$ cat src/hw/ssc_cfg.svh
`ifndef SSC_CFG_SVH
`define SSC_CFG_SVH
// ----------------------------------------
// register byte offsets
// ----------------------------------------
`define SSC_OFF_MW 8'h00
`define SSC_OFF_ADDR 8'h04
`define SSC_OFF_DATA 8'h08
`define SSC_OFF_STAT 8'h0c
`define SSC_OFF_RIDX 8'h10
`define SSC_OFF_BR 8'h14
// ----------------------------------------
// field positions
// ----------------------------------------
`define SSC_MW_BUSY_BIT 16
`define SSC_ADDR_EXT_BIT 12
`define SSC_DATA_UP_LSB 5
`define SSC_BR_MASK_LSB 12
`define SSC_STAT_SENSE_BIT 1
// ----------------------------------------
// reset values and responses
// ----------------------------------------
`define SSC_PROC_RST 1'b0
`define SSC_RESP_OK 2'b00
`define SSC_RESP_ERR 2'b10
// ----------------------------------------
// ring timing, in clock steps
// ----------------------------------------
`define SSC_RING_LONG 3'd4
`define SSC_RING_SHORT 3'd2
`endif

$ cat src/hw/ssc_pkg.sv
package ssc_pkg;
  // microword, positions 1..9 held in bits 0..8
  typedef logic [8:0] ssc_mw_t;
  typedef logic [3:0] ssc_nib_t;
  typedef enum logic [1:0] {OP_NONE, OP_STORE, OP_SENSE, OP_CTL} ssc_op_e;
  typedef enum logic {RING_IDLE, RING_RUN} ssc_ring_e;
endpackage : ssc_pkg

$ cat src/hw/ssc_ring.sv
`timescale 1ns/1ps
`include "ssc_cfg.svh"
module ssc_ring (
  // clock and reset
  input wire logic clk_in,
  input wire logic reset_in,
  input wire logic clk_en_in,
  // control
  input wire logic start_in,
  input wire logic long_in,
  // timing pulses
  output logic busy_out,
  output logic first_out,
  output logic last_out
);
  import ssc_pkg::*;

  ssc_ring_e state_q;
  logic [2:0] cnt_q;
  logic [2:0] len_q;

  // last step depends on the cycle length taken at start
  assign busy_out = (state_q == RING_RUN);
  assign first_out = busy_out & (cnt_q == 3'd0);
  assign last_out = busy_out & (cnt_q == len_q - 3'd1);

  // ring advance, one step per enabled clock
  always_ff @(posedge clk_in or posedge reset_in) begin
    if (reset_in) begin
      state_q <= RING_IDLE;
      cnt_q <= 3'd0;
      len_q <= `SSC_RING_SHORT;
    end else if (clk_en_in) begin
      case (state_q)
        RING_IDLE: begin
          if (start_in) begin
            state_q <= RING_RUN;
            cnt_q <= 3'd0;
            len_q <= long_in ? `SSC_RING_LONG : `SSC_RING_SHORT;
          end
        end
        RING_RUN: begin
          if (last_out) begin
            state_q <= RING_IDLE;
          end else begin
            cnt_q <= cnt_q + 3'd1;
          end
        end
        default: state_q <= RING_IDLE;
      endcase
    end
  end
endmodule : ssc_ring

$ cat src/hw/ssc_decode.sv
// How it works
// - store writes upper and lower data byte
// - twelve address bits from high, mid, low
// - extended bit joins address latch for 8K
// - gate 3 with position 1 low routes address
// - store decode yields start and write pulses
// - storage start loads address latch
// - start write drives decoded address, writes byte
// - position 5 picks long or short cycle
// - 64 sense addresses, four indicator bits
// - sense decode sets the sense latch
// - sense field positions weight 32 down to 1
// - high three bits group, low three gate
// - active indicators raise bus lines 1,2,4,8
// - each line may sense inverted indicator
// - parity generated from bus latch when sensing
// - clock C reloads lower register unchanged
// - 32 control addresses from five positions
// - conditional control needs a data bit
// - control 0 clears the process latch
// - control decode, position 4 picks half
// - position 5 with decoders picks action
// - zero-mask return branch ORs in return index
//
// Local design decisions: the register offsets and the AXI4-Lite interface to the registers.
`timescale 1ns/1ps
`include "ssc_cfg.svh"
module ssc_decode #(
  parameter logic [255:0] SENSE_INVERT = 256'h0,
  parameter logic [31:0] CTL_COND = 32'h0,
  parameter logic [95:0] CTL_TEST_BIT = 96'h0
) (
  // clock, reset, enable
  input wire logic clk_in,
  input wire logic reset_in,
  input wire logic clk_en_in,
  // axi4-lite write channels
  input wire logic [7:0] s_axi_awaddr_in,
  input wire logic s_axi_awvalid_in,
  output logic s_axi_awready_out,
  input wire logic [31:0] s_axi_wdata_in,
  input wire logic [3:0] s_axi_wstrb_in,
  input wire logic s_axi_wvalid_in,
  output logic s_axi_wready_out,
  output logic [1:0] s_axi_bresp_out,
  output logic s_axi_bvalid_out,
  input wire logic s_axi_bready_in,
  // axi4-lite read channels
  input wire logic [7:0] s_axi_araddr_in,
  input wire logic s_axi_arvalid_in,
  output logic s_axi_arready_out,
  output logic [31:0] s_axi_rdata_out,
  output logic [1:0] s_axi_rresp_out,
  output logic s_axi_rvalid_out,
  input wire logic s_axi_rready_in,
  // indicator pins, four per sense address
  input wire logic [255:0] indicators_in,
  // main storage side
  output logic [12:0] storage_address_latch_out,
  output logic [9:0] mem_data_out,
  output logic mem_start_out,
  output logic mem_write_out,
  // control actions and status
  output logic [31:0] ctl_action_out,
  output logic process_run_out,
  output logic busy_out
);
  import ssc_pkg::*;

  // ----------------------------------------
  // state
  // ----------------------------------------
  logic [255:0] ind_meta_q;
  logic [255:0] ind_sync_q;
  ssc_mw_t microword_data_reg_q;
  ssc_nib_t address_high_reg_q;
  ssc_nib_t address_mid_reg_q;
  ssc_nib_t address_low_reg_q;
  logic extended_address_reg_q;
  logic [4:0] lower_data_reg_q;
  logic [4:0] upper_data_reg_q;
  ssc_nib_t return_index_reg_q;
  logic [11:0] br_base_q;
  ssc_nib_t br_mask_q;
  logic [12:0] addr_latch_q;
  ssc_nib_t bus_latch_q;
  logic sense_latch_q;
  logic process_q;
  logic [31:0] ctl_q;
  logic mem_start_q;
  logic mem_write_q;
  logic go_q;
  logic bvalid_q;
  logic [1:0] bresp_q;
  logic rvalid_q;
  logic [1:0] rresp_q;
  logic [31:0] rdata_q;

  // ----------------------------------------
  // helper functions
  // ----------------------------------------
  // gate decoder: positions 7,8,9 as a 0-7 number
  function automatic logic [2:0] gate_of(input ssc_mw_t w);
    return {w[6], w[7], w[8]};
  endfunction : gate_of

  // odd parity over a nibble
  function automatic logic odd_par(input ssc_nib_t d);
    return ~^d;
  endfunction : odd_par

  // byte-lane merge for partial writes
  function automatic logic [31:0] lane_merge(input logic [31:0] old_v,
      input logic [31:0] new_v, input logic [3:0] strb);
    logic [31:0] r;
    r = old_v;
    for (int i = 0; i < 4; i++) begin
      if (strb[i]) begin
        r[i*8 +: 8] = new_v[i*8 +: 8];
      end
    end
    return r;
  endfunction : lane_merge

  // ----------------------------------------
  // microword decode
  // ----------------------------------------
  logic [9:1] p;
  logic is_store;
  logic is_sense;
  logic is_ctl;
  ssc_op_e op;
  logic [2:0] gate;
  logic gate3_sel;
  ssc_nib_t bus_low;

  assign p = microword_data_reg_q;
  assign gate = gate_of(microword_data_reg_q);
  assign is_store = ~p[1] & ~p[2] & p[3] & ~p[4] & ~p[6];
  assign is_sense = ~p[1] & p[2] & p[6];
  assign is_ctl = ~p[1] & ~p[2] & p[3] & p[6];
  assign op = is_store ? OP_STORE :
              is_sense ? OP_SENSE :
              is_ctl ? OP_CTL : OP_NONE;
  // low address rides the bus only under gate 3 with position 1 low
  assign gate3_sel = (gate == 3'd3) & ~p[1];
  assign bus_low = gate3_sel ? address_low_reg_q : 4'h0;

  // ----------------------------------------
  // sense path
  // ----------------------------------------
  logic [5:0] sense_addr;
  logic [7:0] group_sel;
  logic [7:0] ind_base;
  ssc_nib_t ind_raw;
  ssc_nib_t sense_bus;

  assign sense_addr = {p[3], p[4], p[5], p[7], p[8], p[9]};
  assign group_sel = is_sense ? (8'h01 << sense_addr[5:3]) : 8'h00;
  assign ind_base = {sense_addr, 2'b00};
  // polarity per line trades a pin inverter for a table
  assign ind_raw = ind_sync_q[ind_base +: 4] ^ SENSE_INVERT[ind_base +: 4];
  assign sense_bus = ind_raw & {4{|group_sel}};

  // ----------------------------------------
  // control path
  // ----------------------------------------
  logic [4:0] ctl_addr;
  logic [6:0] ctl_tb_idx;
  logic [2:0] ctl_test;
  logic [7:0] data8;
  logic ctl_ok;
  logic [31:0] ctl_sel;

  assign ctl_addr = {p[4], p[5], gate};
  assign ctl_tb_idx = 7'(ctl_addr) * 7'd3;
  assign ctl_test = CTL_TEST_BIT[ctl_tb_idx +: 3];
  assign data8 = {upper_data_reg_q[3:0], lower_data_reg_q[3:0]};
  assign ctl_ok = ~CTL_COND[ctl_addr] | data8[ctl_test];
  assign ctl_sel = (is_ctl & ctl_ok) ? (32'h1 << ctl_addr) : 32'h0;

  // ----------------------------------------
  // ring timing
  // ----------------------------------------
  logic ring_busy;
  logic ring_first;
  logic ring_last;

  ssc_ring u_ring (
    .clk_in(clk_in),
    .reset_in(reset_in),
    .clk_en_in(clk_en_in),
    .start_in(go_q),
    .long_in(is_store & p[5]),
    .busy_out(ring_busy),
    .first_out(ring_first),
    .last_out(ring_last)
  );

  assign busy_out = go_q | ring_busy;

  // ----------------------------------------
  // return branch
  // ----------------------------------------
  logic [11:0] next_microaddress;
  assign next_microaddress = (br_mask_q == 4'h0) ?
      {br_base_q[11:4], br_base_q[3:0] | return_index_reg_q} :
      br_base_q;

  // ----------------------------------------
  // register bus
  // ----------------------------------------
  logic aw_fire;
  logic ar_fire;
  logic [31:0] wmerge;
  logic [31:0] wmerge_br;
  logic wr_mw;
  logic wr_addr;
  logic wr_data;
  logic wr_stat;
  logic wr_ridx;
  logic wr_br;
  logic w_hit;

  // read mux, shared by reads and partial-write merges
  function automatic logic [31:0] reg_read(input logic [7:0] a);
    logic [31:0] v;
    v = 32'h0;
    case ({a[7:2], 2'b00})
      `SSC_OFF_MW: begin
        v[8:0] = microword_data_reg_q;
        v[`SSC_MW_BUSY_BIT] = busy_out;
      end
      `SSC_OFF_ADDR: begin
        v[11:0] = {address_high_reg_q, address_mid_reg_q,
                   address_low_reg_q};
        v[`SSC_ADDR_EXT_BIT] = extended_address_reg_q;
      end
      `SSC_OFF_DATA: v[9:0] = {upper_data_reg_q, lower_data_reg_q};
      `SSC_OFF_STAT: begin
        v[0] = process_q;
        v[`SSC_STAT_SENSE_BIT] = sense_latch_q;
      end
      `SSC_OFF_RIDX: v[3:0] = return_index_reg_q;
      `SSC_OFF_BR: begin
        v[11:0] = next_microaddress;
        v[`SSC_BR_MASK_LSB +: 4] = br_mask_q;
      end
      default: v = 32'h0;
    endcase
    return v;
  endfunction : reg_read

  // both write channels are taken together on one edge
  assign aw_fire = s_axi_awvalid_in & s_axi_wvalid_in & ~bvalid_q & clk_en_in;
  assign ar_fire = s_axi_arvalid_in & ~rvalid_q & clk_en_in;
  assign s_axi_awready_out = aw_fire;
  assign s_axi_wready_out = aw_fire;
  assign s_axi_arready_out = ar_fire;
  assign wmerge = lane_merge(reg_read(s_axi_awaddr_in), s_axi_wdata_in,
                             s_axi_wstrb_in);
  // branch reads show the merged address, so keep lanes from the stored base
  assign wmerge_br = lane_merge({16'h0, br_mask_q, br_base_q},
                                s_axi_wdata_in, s_axi_wstrb_in);
  // a microword write during an operation is dropped, answer stays okay
  assign wr_mw = aw_fire & ({s_axi_awaddr_in[7:2], 2'b00} == `SSC_OFF_MW) &
                 ~busy_out;
  assign wr_addr = aw_fire & ({s_axi_awaddr_in[7:2], 2'b00} == `SSC_OFF_ADDR);
  assign wr_data = aw_fire & ({s_axi_awaddr_in[7:2], 2'b00} == `SSC_OFF_DATA);
  assign wr_stat = aw_fire & ({s_axi_awaddr_in[7:2], 2'b00} == `SSC_OFF_STAT);
  assign wr_ridx = aw_fire & ({s_axi_awaddr_in[7:2], 2'b00} == `SSC_OFF_RIDX);
  assign wr_br = aw_fire & ({s_axi_awaddr_in[7:2], 2'b00} == `SSC_OFF_BR);
  assign w_hit = s_axi_awaddr_in[7:2] <= 6'd5;

  // responses
  always_ff @(posedge clk_in or posedge reset_in) begin
    if (reset_in) begin
      bvalid_q <= 1'b0;
      bresp_q <= `SSC_RESP_OK;
      rvalid_q <= 1'b0;
      rresp_q <= `SSC_RESP_OK;
      rdata_q <= 32'h0;
    end else if (clk_en_in) begin
      if (aw_fire) begin
        bvalid_q <= 1'b1;
        bresp_q <= w_hit ? `SSC_RESP_OK : `SSC_RESP_ERR;
      end else if (s_axi_bready_in) begin
        bvalid_q <= 1'b0;
      end
      if (ar_fire) begin
        rvalid_q <= 1'b1;
        rdata_q <= reg_read(s_axi_araddr_in);
        rresp_q <= (s_axi_araddr_in[7:2] <= 6'd5) ?
                   `SSC_RESP_OK : `SSC_RESP_ERR;
      end else if (s_axi_rready_in) begin
        rvalid_q <= 1'b0;
      end
    end
  end

  assign s_axi_bvalid_out = bvalid_q;
  assign s_axi_bresp_out = bresp_q;
  assign s_axi_rvalid_out = rvalid_q;
  assign s_axi_rresp_out = rresp_q;
  assign s_axi_rdata_out = rdata_q;

  // ----------------------------------------
  // indicator synchroniser
  // ----------------------------------------
  always_ff @(posedge clk_in or posedge reset_in) begin
    if (reset_in) begin
      ind_meta_q <= 256'h0;
      ind_sync_q <= 256'h0;
    end else if (clk_en_in) begin
      ind_meta_q <= indicators_in;
      ind_sync_q <= ind_meta_q;
    end
  end

  // ----------------------------------------
  // software registers
  // ----------------------------------------
  always_ff @(posedge clk_in or posedge reset_in) begin
    if (reset_in) begin
      microword_data_reg_q <= 9'h000;
      go_q <= 1'b0;
      address_high_reg_q <= 4'h0;
      address_mid_reg_q <= 4'h0;
      address_low_reg_q <= 4'h0;
      extended_address_reg_q <= 1'b0;
      return_index_reg_q <= 4'h0;
      br_base_q <= 12'h000;
      br_mask_q <= 4'h0;
    end else if (clk_en_in) begin
      go_q <= wr_mw;
      if (wr_mw) begin
        microword_data_reg_q <= wmerge[8:0];
      end
      if (wr_addr) begin
        {address_high_reg_q, address_mid_reg_q, address_low_reg_q} <=
            wmerge[11:0];
        extended_address_reg_q <= wmerge[`SSC_ADDR_EXT_BIT];
      end
      if (wr_ridx) begin
        return_index_reg_q <= wmerge[3:0];
      end
      if (wr_br) begin
        br_base_q <= wmerge_br[11:0];
        br_mask_q <= wmerge_br[`SSC_BR_MASK_LSB +: 4];
      end
    end
  end

  // ----------------------------------------
  // data registers: the sense reload beats software
  // ----------------------------------------
  always_ff @(posedge clk_in or posedge reset_in) begin
    if (reset_in) begin
      lower_data_reg_q <= 5'h00;
      upper_data_reg_q <= 5'h00;
    end else if (clk_en_in) begin
      if (sense_latch_q & ring_last) begin
        // modifier passes parity and bus bits unchanged
        lower_data_reg_q <= {odd_par(bus_latch_q), bus_latch_q};
      end else if (wr_data) begin
        lower_data_reg_q <= wmerge[4:0];
      end
      if (wr_data) begin
        upper_data_reg_q <= wmerge[`SSC_DATA_UP_LSB +: 5];
      end
    end
  end

  // ----------------------------------------
  // operation sequencing
  // ----------------------------------------
  always_ff @(posedge clk_in or posedge reset_in) begin
    if (reset_in) begin
      addr_latch_q <= 13'h0000;
      bus_latch_q <= 4'h0;
      sense_latch_q <= 1'b0;
      mem_start_q <= 1'b0;
      mem_write_q <= 1'b0;
      ctl_q <= 32'h0;
    end else if (clk_en_in) begin
      mem_start_q <= (op == OP_STORE) & ring_first;
      mem_write_q <= (op == OP_STORE) & ring_last;
      ctl_q <= ring_last ? ctl_sel : 32'h0;
      if ((op == OP_STORE) & ring_first) begin
        addr_latch_q <= {extended_address_reg_q, address_high_reg_q,
                         address_mid_reg_q, bus_low};
      end
      if ((op == OP_SENSE) & ring_first) begin
        bus_latch_q <= sense_bus;
        sense_latch_q <= 1'b1;
      end else if (ring_last) begin
        sense_latch_q <= 1'b0;
      end
    end
  end

  // ----------------------------------------
  // process latch: the stop action beats a software start
  // ----------------------------------------
  always_ff @(posedge clk_in or posedge reset_in) begin
    if (reset_in) begin
      process_q <= `SSC_PROC_RST;
    end else if (clk_en_in) begin
      if (ctl_q[0]) begin
        process_q <= 1'b0;
      end else if (wr_stat & wmerge[0]) begin
        process_q <= 1'b1;
      end
    end
  end

  // ----------------------------------------
  // outputs
  // ----------------------------------------
  assign storage_address_latch_out = addr_latch_q;
  // stored byte is upper then lower, parity bits included
  assign mem_data_out = {upper_data_reg_q, lower_data_reg_q};
  assign mem_start_out = mem_start_q;
  assign mem_write_out = mem_write_q;
  assign ctl_action_out = ctl_q;
  assign process_run_out = process_q;
endmodule : ssc_decode

$ cat config.mk
export PLATFORM = sky130hd
export DESIGN_NAME = ssc_decode
export DESIGN_NICKNAME = d
export VERILOG_FILES = /design/src/hw/ssc_pkg.sv /design/src/hw/ssc_ring.sv /design/src/hw/ssc_decode.sv
export VERILOG_INCLUDE_DIRS = /design/src /design/src/hw
export SDC_FILE = /design/constraint.sdc
export NUM_CORES = 1
export LEC_CHECK = 0
export BUFFER_PORTS_ARGS = -buffer_cell sky130_fd_sc_hd__buf_2
export CAP_MARGIN = 20
export CORE_ASPECT_RATIO = 0.75
export CORE_MARGIN = 10
export CORE_UTILIZATION = 45
export DETAILED_ROUTE_END_ITERATION = 6
export GPL_TIMING_DRIVEN = 0
export PLACE_DENSITY = 0.68
export SLEW_MARGIN = 40
export SYNTH_ARGS = -nofsm -noshare
export SYNTH_HDL_FRONTEND = slang
export SYNTH_HIERARCHICAL = 1
export SYNTH_SLANG_ARGS = --single-unit
$ cat constraint.sdc
create_clock -name clk_in -period 62.9 [get_ports clk_in]
set_input_delay 12.58 -clock clk_in [delete_from_list [all_inputs] [get_ports clk_in]]
set_output_delay 12.58 -clock clk_in [all_outputs]
set_load 0.1 [all_outputs]
# After elaboration in Yosys (flattened, before gate mapping)
# Memories as Yosys holds them, arrays and structs flattened.
# Index checks and enable logic that the tools add are counted.
dict set report word_totals {
  word_cells 176
  ff_bits 648
  input_bits 316
  output_inout_bits 100
  mem_bits_ro 32
  n_memories 1
}
# memory depth word_bits read_ports rd_clocked_by_memory_dff write_ports line
set mem_list {}
lappend mem_list {{(name not given)} 32 1 1 0 0 ssc_decode.sv:179} ;# assign ctl_ok = ~CTL_COND[ctl_addr] | data8[ctl_test];
dict set report op_classes {
  order_cmp 4
  add_sub_neg 2
  n_shift 5
  n_mux 44
  n_bitwise 43
  eq_ne 17
  n_reduce_logical 29
  multipliers 1
}
# op n
set op_table {}
lappend op_table {{$shiftx A256 B9 Y4} 1}
lappend op_table {{$shiftx A256 B9 Y4 const A} 1}
lappend op_table {{$shiftx A96 B8 Y3 const A} 1}
lappend op_table {{$mux W32} 2}
lappend op_table {{$pmux W5 S4} 2}
lappend op_table {{$shl A1 B5 Y32 const A} 1}
lappend op_table {{$and A1 B1 Y1} 29}
lappend op_table {{$reduce_and A2 Y1} 13}
lappend op_table {{$eq A6 B2 Y1 const B} 4}
lappend op_table {{$eq A6 B3 Y1 const B} 4}
lappend op_table {{$pmux W2 S6} 2}
lappend op_table {{$pmux W2 S5} 2}
lappend op_table {{$pmux W3 S2} 3}
lappend op_table {{$mux W8} 2}
lappend op_table {{$mux W5} 3}
lappend op_table {{$reduce_and A3 Y1} 5}
lappend op_table {{$mux W1} 13}
lappend op_table {{$eq A6 B1 Y1 const B} 2}
lappend op_table {{$le A6 B3 Y1 const B} 2}
lappend op_table {{$logic_not A6 Y1} 2}
lappend op_table {{$mux W3} 4}
lappend op_table {{$mux W2} 5}
lappend op_table {{$reduce_bool A2 Y1} 5}
lappend op_table {{$not A1 Y1} 9}
lappend op_table {{other kinds (23)} 28}

# Longest topological paths before layout
dict set report logic_depth {
  depth_word 11
  ltp_mapped 9
  depth_no_buf 9
}

# By module
# Netlist, hierarchy kept.
# module cells_per_inst instances seq_area_each_um2 area_per_inst_um2
set modules_own_cells {}
lappend modules_own_cells {ssc_decode 1801 1 15990.3 26933.3}
lappend modules_own_cells {ssc_ring 36 1 151.4 369.1}

# Worst setup path before layout
# No wires, ideal clock.
dict set report synth_timing {
  path_type {in2out}
  startpoint {input port clk_en_in}
  endpoint {output port s_axi_wready_out}
  n_path_buf 1
  required_ns 50.320
  slack_ns 36.725
  arrival_ns 13.595
  cell_stages 3
  cell_sequence {nand4b_1 -> inv_2 -> buf_4}
}
dict set report synth_via {
  elab_chain_cells 1
}
# element line
set synth_lines {}
lappend synth_lines {{start: declaration} ssc_decode.sv:36} ;# input wire logic clk_en_in,
lappend synth_lines {{$and A1 B1 Y1} ssc_decode.sv:255} ;# assign aw_fire = s_axi_awvalid_in & s_axi_wvalid_in & ~bvalid_q & clk_en_in;
lappend synth_lines {{end: declaration} ssc_decode.sv:44} ;# output logic s_axi_wready_out,
# Every way passes these cells.

# Worst setup path in the final report
# Ends and elaborated chain as after synthesis.

==> metrics <==
final-report max-slew violation count=0; startpoint types=input port; Crit Path Max Fanout=12; WP data arrival=around 14 ns; Post-synth EDFFs=0; delay of the slowest critical-path stage=between 0.4 and 0.5 ns; Critical-path top delay cell=buf_2; CP Cell Sequence=buf_2 -> nand4b_1 -> inv_2 -> buf_4 -> buf_2; clock-pin slew on the worst setup and hold paths=0.07 ns; vias in the first global route=19.0k; Critical Path Most Common Cell=buf_2; largest net degree at the start of global routing=86; Final Hold Fails=0; synth unique cells=a little under 80; CTS tree=yes; pwr/cell area=31.3 mW/mm2; antenna violations before repair=12; Critical Path RT=50.32 ns; Area growth, synth to finish=19.8%; die area=0.0710 mm2; fraction of layout cells with a size suffix above 1=0.504; Main synth FF type=dfrtp_1; Final Util=0.542; clock buffer depth=3; gp weighted congestion=0.872; commonest non-fill, non-tap cells in the layout=644 x dfrtp_1, 559 x mux2_2, 385 x buf_2, 90 x clkbuf_1, 75 x nand2_1; DRT iter0 DRCs=between 1k and 1.5k; first-pass GRT wire length=119000 um; Worst Hold Class=flip-flop to flip-flop; Slew HR=0.365; maximum VDD drop=0.0000202 V; number of max-cap violations=0; PortBufs=371; via count=17.4k; initial core utilization=0.453; most common cell after layout, fill and taps aside=dfrtp_1; core area=0.0603 mm2; mapped cell area=around 0.027 mm2; Power, Total=between 1000 and 1500 uW; Gate Count Post-Synth=between 1.5k and 2k; fin crit period=around 27 ns; DRC viols=0; I/O pins=416; Syn. warnings=6; vertical die dimension=233 um; critical path endpoint category=primary output; Tcrit/Tclk final=0.423; post-DR wirelength/cell=25.1 um; cts hold-fix bufs=0; outcome=finished clean; final net count=around 2.6k; mean post-synth cell area=14.9 um2; first-pass iteration count of the detailed router=7; # resized after CTS=0; site row count=78; Final TNS setup=0 ns; Die Span X=about 300 um; Synth Register Bits=645; post-DP HPWL=59000 um; H-tree Lvls=3; Skew-Pair Late Insertion Delay=around 0.60 ns; Clock Tree Root=clkbuf_16; total gr overflow=0; Leak=0.0144 uW; # clock sinks=645; Final Skew=about 0.023 ns; post-route antenna net violation count=0; setup violators final=0; sequential cell area fraction in the yosys report=0.591; vias per cell=5.51; CTS Buf Count=between 60 and 70; gr usage total=0.221; Max Freq=37.6 MHz; Routed WL=79300 um; Synth async-reset ratio=1.00; Worst-Margin Slew=between 0.9 and 1 ns; Setup CP Type=input port to primary output; RSZ-0062 raised after global routing=false; Setup Fix Bufs, Post-CTS=0
## cell type report
class / count / area, um2
Sequential cell: 645 / 16100
Inverter: 48 / 188
Buffer: 130 / 623
Fill cell: 4985 / 27600
Antenna cell: 5 / 12.5
Timing Repair Buffer: 380 / 2090
Clock buffer: 100 / 2070
Clock inverter: 15 / 146
Tap cell: 800 / 1000
Multi-Input combinational cell: 1030 / 10400
## critical path, delay by kind of cell
| kind | cells | cell delay [ns] |
|---|---|---|
| buffers and inverters | 4 | 1.17 |
| and+or+nand+nor | 1 | 0.29 |
## cells in the mapped netlist (all sizes together), types with 10 or more instances
cell	number	area [um2]
nand2	75	282
mux2i	18	184
buf	46	292
inv	46	173
o22ai	35	219
nor3b	10	86.3
o21ai	35	175
dfrtp	644	16100
nor2	26	103
nor3	11	66.3
clkbuf	84	325
a22o	10	88.8
a21oi	14	70.1
mux4	70	1580
nand3	14	75.1
mux2	565	6370
## registers in the layout (all words and copies together), names as in the netlist, 5 cells and up
| signal | flops |
|---|---|
| ctl_action_out | 32 |
| storage_address_latch_out | 13 |
| s_axi_rdata_out | 17 |
| microword_data_reg_q | 9 |
| ind_sync_q | 256 |
| ind_meta_q | 256 |
| upper_data_reg_q | 5 |
| lower_data_reg_q | 5 |
| br_base_q | 12 |
## through the flow
stage | instance area, um2 | hold slack (ns) | setup slack [ns] | instances
final | 32700 | 0.473 | 36.28 | 3153
after global routing | 32700 | 0.506 | 36.19 | 3150
after CTS | 32700 | 0.477 | 36.28 | 3148
after detailed placement | 30500 | 0.461 | 36.28 | 3033
after global placement | 30200 | 0.458 | 26.33 | 3024
after floorplan | 27400 | 0.469 | 32.42 | 1853
## report_power, final
part | internal [uW] | switching [uW]
logic | 64.1 | 71.6
clock network | 235 | 166
registers | 460 | 25.6
## routing by layer
layer,global-route usage,up-vias,part of all wire
met2,0.354,527,0.47
met1,0.297,9099,0.43
met4,0.0575,8,0.021
met3,0.0569,114,0.074
li1,-,7627,-
met5,0,-,0.00063
## cells by family after synthesis
family | count (synthesis) | share of synthesized area
muxes | 653 | 0.298
DFF | 645 | 0.591
and+or+nand+nor | 186 | 0.0357
buffers and inverters | 178 | 0.0292
AOI/OAI and AO/OA | 168 | 0.0435
xor gates and xnor gates | 4 | 0.00156
adders and majority gates | 2 | 0.000916
other | 1 | 0.000137
## worst paths after layout
kind / start / depth (start not counted) / slack (ns) / endpoint
min in group asynchronous: reset_in / 2 / 11.97 / u_ring/len_q[2]
max: clk_en_in / 5 / 36.28 / s_axi_wready_out
min reg2reg: s_axi_rdata_out[10] / 2 / 0.47 / s_axi_rdata_out[10]
max reg2reg: microword_data_reg_q[7] / 7 / 59.55 / bus_latch_q[2]
max in group asynchronous: reset_in / 5 / 49.34 / ind_meta_q[181]
min: s_axi_rdata_out[10] / 2 / 0.47 / s_axi_rdata_out[10]
(Power assumes the default switching activity.)
